File: src/rtl/aide_params.svh
// Purpose: Offsets, field positions, reset values and counts of the aux input debounce block.
// Assumes: Included by its bare name wherever the register map is needed.
// Notes: Definitions only.
`ifndef AIDE_PARAMS_SVH
`define AIDE_PARAMS_SVH

// ****************************************
// Register offsets.
// ****************************************
`define AIDE_ADDR_CTRL 8'h00
`define AIDE_ADDR_LOOP_DIV 8'h04
`define AIDE_ADDR_DEBOUNCE 8'h08
`define AIDE_ADDR_STATE 8'h0C
`define AIDE_ADDR_IRQ_STATUS 8'h10
`define AIDE_ADDR_IRQ_MASK 8'h14

// ****************************************
// Field positions and widths.
// ****************************************
`define AIDE_CTRL_RUN_BIT 0
`define AIDE_LEN_W 4
`define AIDE_PINS 4
`define AIDE_DIV_W 16
`define AIDE_STATE_RAW_LSB 0
`define AIDE_STATE_FILT_LSB 4
`define AIDE_STATE_RISE_LSB 8
`define AIDE_STATE_FALL_LSB 12
`define AIDE_STATE_HIGH_LSB 16
`define AIDE_STATE_LOW_LSB 20
`define AIDE_IRQ_FALL_LSB 4

// ****************************************
// Reset values.
// ****************************************
`define AIDE_CTRL_RESET 1'h1
`define AIDE_LOOP_DIV_RESET 16'h0027
`define AIDE_DEBOUNCE_RESET 16'h0000
`define AIDE_IRQ_MASK_RESET 8'h00

`endif

File: src/rtl/aide_pkg.sv
// Purpose: State types of the aux input debounce and edge detect block.
// Assumes: Widths match the constants header.
// Notes: Types only.
package aide_pkg;

	// ****************************************
	// State of one pin filter.
	// ****************************************
	typedef struct packed {
		logic [3:0] cnt;
		logic filt;
		logic rise;
		logic fall;
		logic high;
		logic low;
	} aide_filt_t;

	// ****************************************
	// State of the top level.
	// ****************************************
	typedef struct packed {
		logic run;
		logic [15:0] div_cnt;
		logic [15:0] loop_div;
		logic tick;
		logic tick_d;
		logic [15:0] debounce;
		logic [7:0] irq_status;
		logic [7:0] irq_mask;
		logic [31:0] rdata;
	} aide_top_t;

endpackage

File: src/rtl/aide_filter.sv
// Purpose: Debounce filter and edge and level decoder for one auxiliary input.
// Assumes: tick is a one-cycle pulse once per loop resolution period.
// Notes: All outputs change only on the clock edge after a tick.
`timescale 1ns/100ps
`include "aide_params.svh"

module aide_filter (
	input wire logic clock,
	input wire logic rstn,
	input wire logic tick,
	input wire logic level_in,
	input wire logic [3:0] length,
	output logic filtered,
	output logic rise,
	output logic fall,
	output logic high,
	output logic low
);

	aide_pkg::aide_filt_t s;
	aide_pkg::aide_filt_t next_s;

	// ****************************************
	// Filter and decoder.
	// ****************************************
	always_comb begin
		next_s = s;
		if (tick) begin
			if (level_in != s.filt) begin
				if (s.cnt >= length) begin
					next_s.filt = level_in;
					next_s.cnt = 4'h0;
				end else begin
					next_s.cnt = s.cnt + 4'h1;
				end
			end else begin
				next_s.cnt = 4'h0;
			end
			next_s.rise = next_s.filt && !s.filt;
			next_s.fall = !next_s.filt && s.filt;
			next_s.high = next_s.filt && !next_s.rise;
			next_s.low = !next_s.filt && !next_s.fall;
		end
	end

	always_ff @(posedge clock) begin
		if (!rstn) begin
			s <= '0;
		end else begin
			s <= next_s;
		end
	end

	assign filtered = s.filt;
	assign rise = s.rise;
	assign fall = s.fall;
	assign high = s.high;
	assign low = s.low;

	// ****************************************
	// Checks.
	// ****************************************
	short_phase_a: assert property (@(posedge clock) disable iff (!rstn)
		tick && level_in != s.filt && s.cnt < length |=> s.filt == $past(s.filt))
		else $error("Filtered level changed before the debounce length ran out.");
	long_phase_a: assert property (@(posedge clock) disable iff (!rstn)
		tick && level_in != s.filt && s.cnt >= length |=> s.filt == $past(level_in))
		else $error("Filtered level did not follow a long enough phase.");
	edge_level_a: assert property (@(posedge clock) disable iff (!rstn)
		(s.rise |-> !s.high && s.filt) and (s.fall |-> !s.low && !s.filt))
		else $error("Level flag asserted together with its edge.");
	rise_seen_a: assert property (@(posedge clock) disable iff (!rstn)
		$rose(s.filt) |-> s.rise && $past(tick))
		else $error("Filtered rise without a rise flag.");
	edge_once_a: assert property (@(posedge clock) disable iff (!rstn)
		tick && s.rise && level_in == s.filt |=> !s.rise && s.high)
		else $error("Rise flag held longer than one loop period.");
	quiet_hold_a: assert property (@(posedge clock) disable iff (!rstn)
		!tick |=> $stable(s))
		else $error("Filter state moved without a loop tick.");

endmodule // aide_filter

File: src/rtl/aide_top.sv
// Purpose: Debounce and edge and level detect for four auxiliary counter inputs.
// Assumes: Inputs are synchronous to clock; plain register port, read data one cycle later.
// Notes: One loop tick every loop_div plus one clocks while run is set.
//
// Function
// - Each pin has its own debounce length.
// - Phases not longer than length are suppressed.
// - Phase one period longer than length passes.
// - Filter delay grows with debounce length.
// - Decode rise, fall, high and low per pin.
// - Level flags off in the edge period.
// - Blocked lows give one rise, then high.
`timescale 1ns/100ps
`include "aide_params.svh"

module aide_top (
	input wire logic clock,
	input wire logic rstn,
	input wire logic aux_input_w,
	input wire logic aux_input_x,
	input wire logic aux_input_y,
	input wire logic aux_input_z,
	input wire logic [7:0] addr,
	input wire logic [31:0] wdata,
	input wire logic wr_strobe,
	input wire logic rd_strobe,
	output logic [31:0] rdata,
	output logic [3:0] aux_filtered,
	output logic [3:0] aux_rise,
	output logic [3:0] aux_fall,
	output logic [3:0] aux_high,
	output logic [3:0] aux_low,
	output logic loop_tick,
	output logic irq
);

	// ****************************************
	// Helpers.
	// ****************************************
	function automatic logic [3:0] aide_len(input logic [15:0] deb, input int idx);
		aide_len = deb[idx * `AIDE_LEN_W +: `AIDE_LEN_W];
	endfunction

	function automatic logic aide_hit(input logic [7:0] a, input logic [7:0] target);
		aide_hit = (a == target);
	endfunction

	aide_pkg::aide_top_t s;
	aide_pkg::aide_top_t next_s;
	logic [3:0] raw;
	logic [3:0] filt_v;
	logic [3:0] rise_v;
	logic [3:0] fall_v;
	logic [3:0] high_v;
	logic [3:0] low_v;
	logic [7:0] irq_set;
	logic [7:0] irq_clear;

	assign raw = {aux_input_z, aux_input_y, aux_input_x, aux_input_w};

	// ****************************************
	// Pin filters.
	// ****************************************
	for (genvar i = 0; i < `AIDE_PINS; i++) begin : g_pin
		aide_filter aide_filter_inst (
			.clock(clock),
			.rstn(rstn),
			.tick(s.tick),
			.level_in(raw[i]),
			.length(aide_len(s.debounce, i)),
			.filtered(filt_v[i]),
			.rise(rise_v[i]),
			.fall(fall_v[i]),
			.high(high_v[i]),
			.low(low_v[i])
		);
	end

	// ****************************************
	// Interrupt events.
	// ****************************************
	assign irq_set = s.tick_d ? {fall_v, rise_v} : 8'h00;
	assign irq_clear = (wr_strobe && aide_hit(addr, `AIDE_ADDR_IRQ_STATUS)) ? wdata[7:0] : 8'h00;

	// ****************************************
	// Next state.
	// ****************************************
	always_comb begin
		next_s = s;
		next_s.tick = 1'b0;
		next_s.tick_d = s.tick;
		if (s.run) begin
			if (s.div_cnt == 16'h0000) begin
				next_s.div_cnt = s.loop_div;
				next_s.tick = 1'b1;
			end else begin
				next_s.div_cnt = s.div_cnt - 16'h0001;
			end
		end
		next_s.irq_status = (s.irq_status & ~irq_clear) | irq_set;
		if (wr_strobe) begin
			unique case (addr)
				`AIDE_ADDR_CTRL: begin
					next_s.run = wdata[`AIDE_CTRL_RUN_BIT];
				end
				`AIDE_ADDR_LOOP_DIV: begin
					next_s.loop_div = wdata[15:0];
				end
				`AIDE_ADDR_DEBOUNCE: begin
					next_s.debounce = wdata[15:0];
				end
				`AIDE_ADDR_IRQ_MASK: begin
					next_s.irq_mask = wdata[7:0];
				end
				default: begin
				end
			endcase
		end
		next_s.rdata = 32'h0000_0000;
		if (rd_strobe) begin
			unique case (addr)
				`AIDE_ADDR_CTRL: begin
					next_s.rdata = {31'h0000_0000, s.run};
				end
				`AIDE_ADDR_LOOP_DIV: begin
					next_s.rdata = {16'h0000, s.loop_div};
				end
				`AIDE_ADDR_DEBOUNCE: begin
					next_s.rdata = {16'h0000, s.debounce};
				end
				`AIDE_ADDR_STATE: begin
					next_s.rdata = {8'h00, low_v, high_v, fall_v, rise_v, filt_v, raw};
				end
				`AIDE_ADDR_IRQ_STATUS: begin
					next_s.rdata = {24'h00_0000, s.irq_status};
				end
				`AIDE_ADDR_IRQ_MASK: begin
					next_s.rdata = {24'h00_0000, s.irq_mask};
				end
				default: begin
					next_s.rdata = 32'h0000_0000;
				end
			endcase
		end
	end

	// ****************************************
	// State register.
	// ****************************************
	always_ff @(posedge clock) begin
		if (!rstn) begin
			s.run <= `AIDE_CTRL_RESET;
			s.div_cnt <= `AIDE_LOOP_DIV_RESET;
			s.loop_div <= `AIDE_LOOP_DIV_RESET;
			s.tick <= 1'b0;
			s.tick_d <= 1'b0;
			s.debounce <= `AIDE_DEBOUNCE_RESET;
			s.irq_status <= 8'h00;
			s.irq_mask <= `AIDE_IRQ_MASK_RESET;
			s.rdata <= 32'h0000_0000;
		end else begin
			s <= next_s;
		end
	end

	// ****************************************
	// Outputs.
	// ****************************************
	assign rdata = s.rdata;
	assign aux_filtered = filt_v;
	assign aux_rise = rise_v;
	assign aux_fall = fall_v;
	assign aux_high = high_v;
	assign aux_low = low_v;
	assign loop_tick = s.tick;
	assign irq = |(s.irq_status & s.irq_mask);

	// ****************************************
	// Checks.
	// ****************************************
	status_set_a: assert property (@(posedge clock) disable iff (!rstn)
		s.tick_d && rise_v[0] |=> s.irq_status[0])
		else $error("Rise event on pin w did not set its status bit.");
	set_wins_a: assert property (@(posedge clock) disable iff (!rstn)
		s.tick_d && fall_v[3] && irq_clear[7] |=> s.irq_status[7])
		else $error("Clear overrode a simultaneous event.");
	length_reach_a: assert property (@(posedge clock) disable iff (!rstn)
		wr_strobe && aide_hit(addr, `AIDE_ADDR_DEBOUNCE) |=>
		g_pin[3].aide_filter_inst.length == $past(wdata[15:12]))
		else $error("Debounce length of pin z not steered by the register.");
	level_excl_a: assert property (@(posedge clock) disable iff (!rstn)
		(aux_rise & aux_high) == 4'h0 && (aux_fall & aux_low) == 4'h0)
		else $error("Level flag shown in the edge period.");
	read_once_a: assert property (@(posedge clock) disable iff (!rstn)
		!rd_strobe |=> rdata == 32'h0000_0000)
		else $error("Read data outside the answer cycle.");

endmodule // aide_top

File: config.mk
export PLATFORM = sky130hd
export DESIGN_NAME = aide_top
export DESIGN_NICKNAME = d
export VERILOG_FILES = /design/src/rtl/aide_pkg.sv /design/src/rtl/aide_filter.sv /design/src/rtl/aide_top.sv
export VERILOG_INCLUDE_DIRS = /design/src /design/src/rtl
export SDC_FILE = /design/constraint.sdc
export NUM_CORES = 1
export LEC_CHECK = 0
export BUFFER_PORTS_ARGS = -buffer_cell sky130_fd_sc_hd__buf_2
export CAP_MARGIN = 15
export CORE_ASPECT_RATIO = 1.25
export CORE_UTILIZATION = 40
export CTS_CLUSTER_SIZE = 28
export DETAILED_ROUTE_END_ITERATION = 6
export PLACE_DENSITY = 0.67
export SYNTH_ARGS = -nofsm -noshare
export SYNTH_HDL_FRONTEND = slang
export SYNTH_HIERARCHICAL = 1
export SYNTH_SLANG_ARGS = --single-unit
File: constraint.sdc
create_clock -name clock -period 2.8 [get_ports clock]
set_input_delay 0.28 -clock clock [delete_from_list [all_inputs] [get_ports clock]]
set_output_delay 0.28 -clock clock [all_outputs]
set_load 0.02 [all_outputs]
==> impl_results.md <==
* Crit. End Element: flop
* R2R Path End: s[97]
* Vias post-DR at 5520
* VDD IR-drop max at ~440 uV
* Floorplan row count at 51
* Synth area leaders: dfxtp_1 39%, nand2_1 7.0%, mux2i_1 6.6%
* Worst-Margin Slew at roughly 760 ps
* Sw frac at 0.224
* Cts bufs inserted at 17
* Die Y at roughly 140 um
* Hold-critical path depth at 3
* Initial antenna violation count at 1
* Final HPWL DP at roughly 12 mm
* Mapped cell area at about 0.0065 sq mm
* Bufs on Longest Clock Path at 2
* Post-synth top area cell: dfxtp_1
* Pins Over Slew Limit at 0
* Synth cell types at 53
* Final period util at 0.782
* Unrepaired setup endpoints after global routing: no
* Pint at roughly 0.0034 W
* WL final at 17.0 mm
* Gr ovfl total at 0
* Setup crit start kind: flop
* CTS H-tree depth at 4
* Pleak at around 3.0 nW
* Ports at 102
* Setup Fix Bufs, Post-CTS at 0
* Async SR Flop Fraction at 0
* Fin cells at between 1000 and 1500
* Count of final setup violators at 0
* Min-delay worst type: input port to flop
* TritonRoute pass-1 iters at 7
* Clock net sink count at 127
* Worst R2R Setup Slack at 610 ps
* Core area at between 0.015 and 0.02 sq mm
* Worst path arrival time at between 2000 and 3000 ps
* GPL Wtd Cong at between 0.8 and 0.9
* Vias per std cell at about 5.3
* Vias in the first global route at between 5000 and 6000
* Final setup TNS at 0 ps
* Synth top area share at 0.391
* Final Hold Viols at 0
* Net Sw Power at 0.000983 W
* Slowest-stage cell, CP: or4_1
* Clock transition at path regs at 60 ps
* Commonest cells post-synth: 127 x dfxtp_1, 122 x nand2_1, 43 x mux2i_1
* Reg power frac at 0.414
* Min Hold Slack at 125 ps
* Max-slew headroom at the worst pin at 0.490
* Seq/Total Area, Yosys at 0.391
* Worst stage delay on the critical path at 560 ps
* # DRC at 0
* Worst endpoint required time at 3150 ps
* PwrDens at just under 600 mW/mm^2
* Crit path launch: s[85]
* Number of enable flip-flop cells after synthesis at 0
* Share of cells above drive strength 1 at 0.197
* Number of port buffers at 77
* R2r worst-path depth at 4
* Critical path class: flop to flop
* Die Area at approximately 0.017 sq mm
* Max Cap Viol at 0
* Clock share of power at 0.544
* Design Power at about 0.0044 W
* Main synth FF type: dfxtp_1
* Starting density of the core at 0.413
* Critical-path cell list: or4_1, or4_4, or4_1, a21oi_1
* P&R area growth vs syn at 16.9%
* Post-CTS resize count at 0
* Overall die width at between 100 and 150 um
* Tmin final at around 2200 ps
* Worst r2r src: s[85]
* Top cell by count, worst path: or4_1
* Cts hold-fix bufs at 0
* Placed Instances at ~1000
* Nets at 891
* Routed WL per cell at between 15 and 20 um
* Fmax at 457 MHz
* Max FO, Critical Path at 8
* Logic pwr share at 0.042
* Warnings, synthesis at 6
* GRT Overall Usage at 0.215
* Syn Inst Count at 763
* Outcome: finished clean
* Skew-Pair Late Insertion Delay at roughly 420 ps
* Detail Route Antenna Nets at 0
* DR iter-0 viols at 461
* Avg Synthesized Cell Area at 8.53 sq um
* CTS tree: yes
* Root Buffer: clkbuf_16
* Worst setup path endpoint: s[97]
* Largest net degree at the start of global routing at 37
* Count leader, synth: dfxtp_1
* FF+latch count, synth at about 130
* First-pass GRT wire length at 27.2 mm
* Fin Clk Skew at between 6 and 7 ps
==> per-stage QoR <==
step | cell area (sq um) | setup slack (ps) | util
6_report | 7610 | 609 | 0.483
5_1_grt | 7600 | 468 | 0.482
4_1_cts | 7600 | 623 | 0.482
3_5_place_dp | 6960 | 643 | 0.442
3_3_place_gp | 6960 | 643 | 0.442
2_1_floorplan | 6530 | 601 | -
==> registers in the layout, indices dropped and copies added (netlist names) <==
name	flops
g_pin.aide_filter_inst/low	4
loop_tick	1
s	66
g_pin.aide_filter_inst/high	4
g_pin.aide_filter_inst/fall	4
g_pin.aide_filter_inst/s	16
g_pin.aide_filter_inst/rise	4
rdata	24
g_pin.aide_filter_inst/filtered	4
==> power by group through the flow <==
stage / sequential (W) / clock [W] / combinational (W)
finish: 0.00182 / 0.00239 / 0.000183
global route: 0.00182 / 0.00251 / 0.000202
CTS: 0.00182 / 0.00242 / 0.000182
detailed placement: 0.00186 / 0 / 0.000182
global placement: 0.00186 / 0 / 0.000181
floorplan: 0.00186 / 0 / 0.000118
==> cell usage in the layout, fill, tap and decap left out, types with 19 or more instances in the layout <==
| cell | instances |
|---|---|
| a21oi_1 | 35 |
| a22oi_1 | 19 |
| buf_2 | 77 |
| buf_4 | 22 |
| dfxtp_1 | 127 |
| ha_1 | 22 |
| inv_1 | 41 |
| mux2i_1 | 43 |
| nand2_1 | 122 |
| nand3_1 | 20 |
| nor2_1 | 40 |
| o21ai_0 | 31 |
==> layer usage <==
metal | vias up | GRT usage | share of wire
met5 | - | 0 | 0
met4 | 0 | 0.0918 | 0.024
met3 | 32 | 0.0495 | 0.056
met2 | 164 | 0.344 | 0.48
met1 | 2573 | 0.276 | 0.44
li1 | 2751 | - | -
==> cells by family after synthesis <==
family / after synthesis / synth area share
and+or+nand+nor: 298 / 0.234
AOI/OAI and AO/OA: 145 / 0.151
DFF: 127 / 0.391
buffers and inverters: 109 / 0.0831
muxes: 57 / 0.0921
adders and majority gates: 22 / 0.0423
xor gates and xnor gates: 4 / 0.00539
other: 1 / 0.000576
==> how the worst min path moves through the flow <==
stage,from,endpoint,slack (ps)
2_1_floorplan,wdata[0],s[66],410
3_3_place_gp,g_pin[0].aide_filter_inst/low,g_pin[0].aide_filter_inst/low,430
3_5_place_dp,g_pin[0].aide_filter_inst/low,g_pin[0].aide_filter_inst/low,440
4_1_cts,wdata[14],s[62],110
5_1_grt,wdata[11],s[77],130
6_report,wdata[12],s[60],130
==> worst max-delay path: cells and delay by family (launching register included) <==
kind | cells | cell delay, ps
and+or+nand+nor | 3 | 1620
DFF | 1 | 380
AOI/OAI and AO/OA | 1 | 120
==> cell type report <==
class	count	area (sq um)
inverters	42	158
clock buffers	19	453
clock inverters	13	186
repair buffers	99	551
multi-input cells	534	3450
diodes	1	2.50
flip-flops and latches	127	2540
well taps	212	265
fillers	1498	8160
No activity file was read; power rests on OpenSTA's default activity.
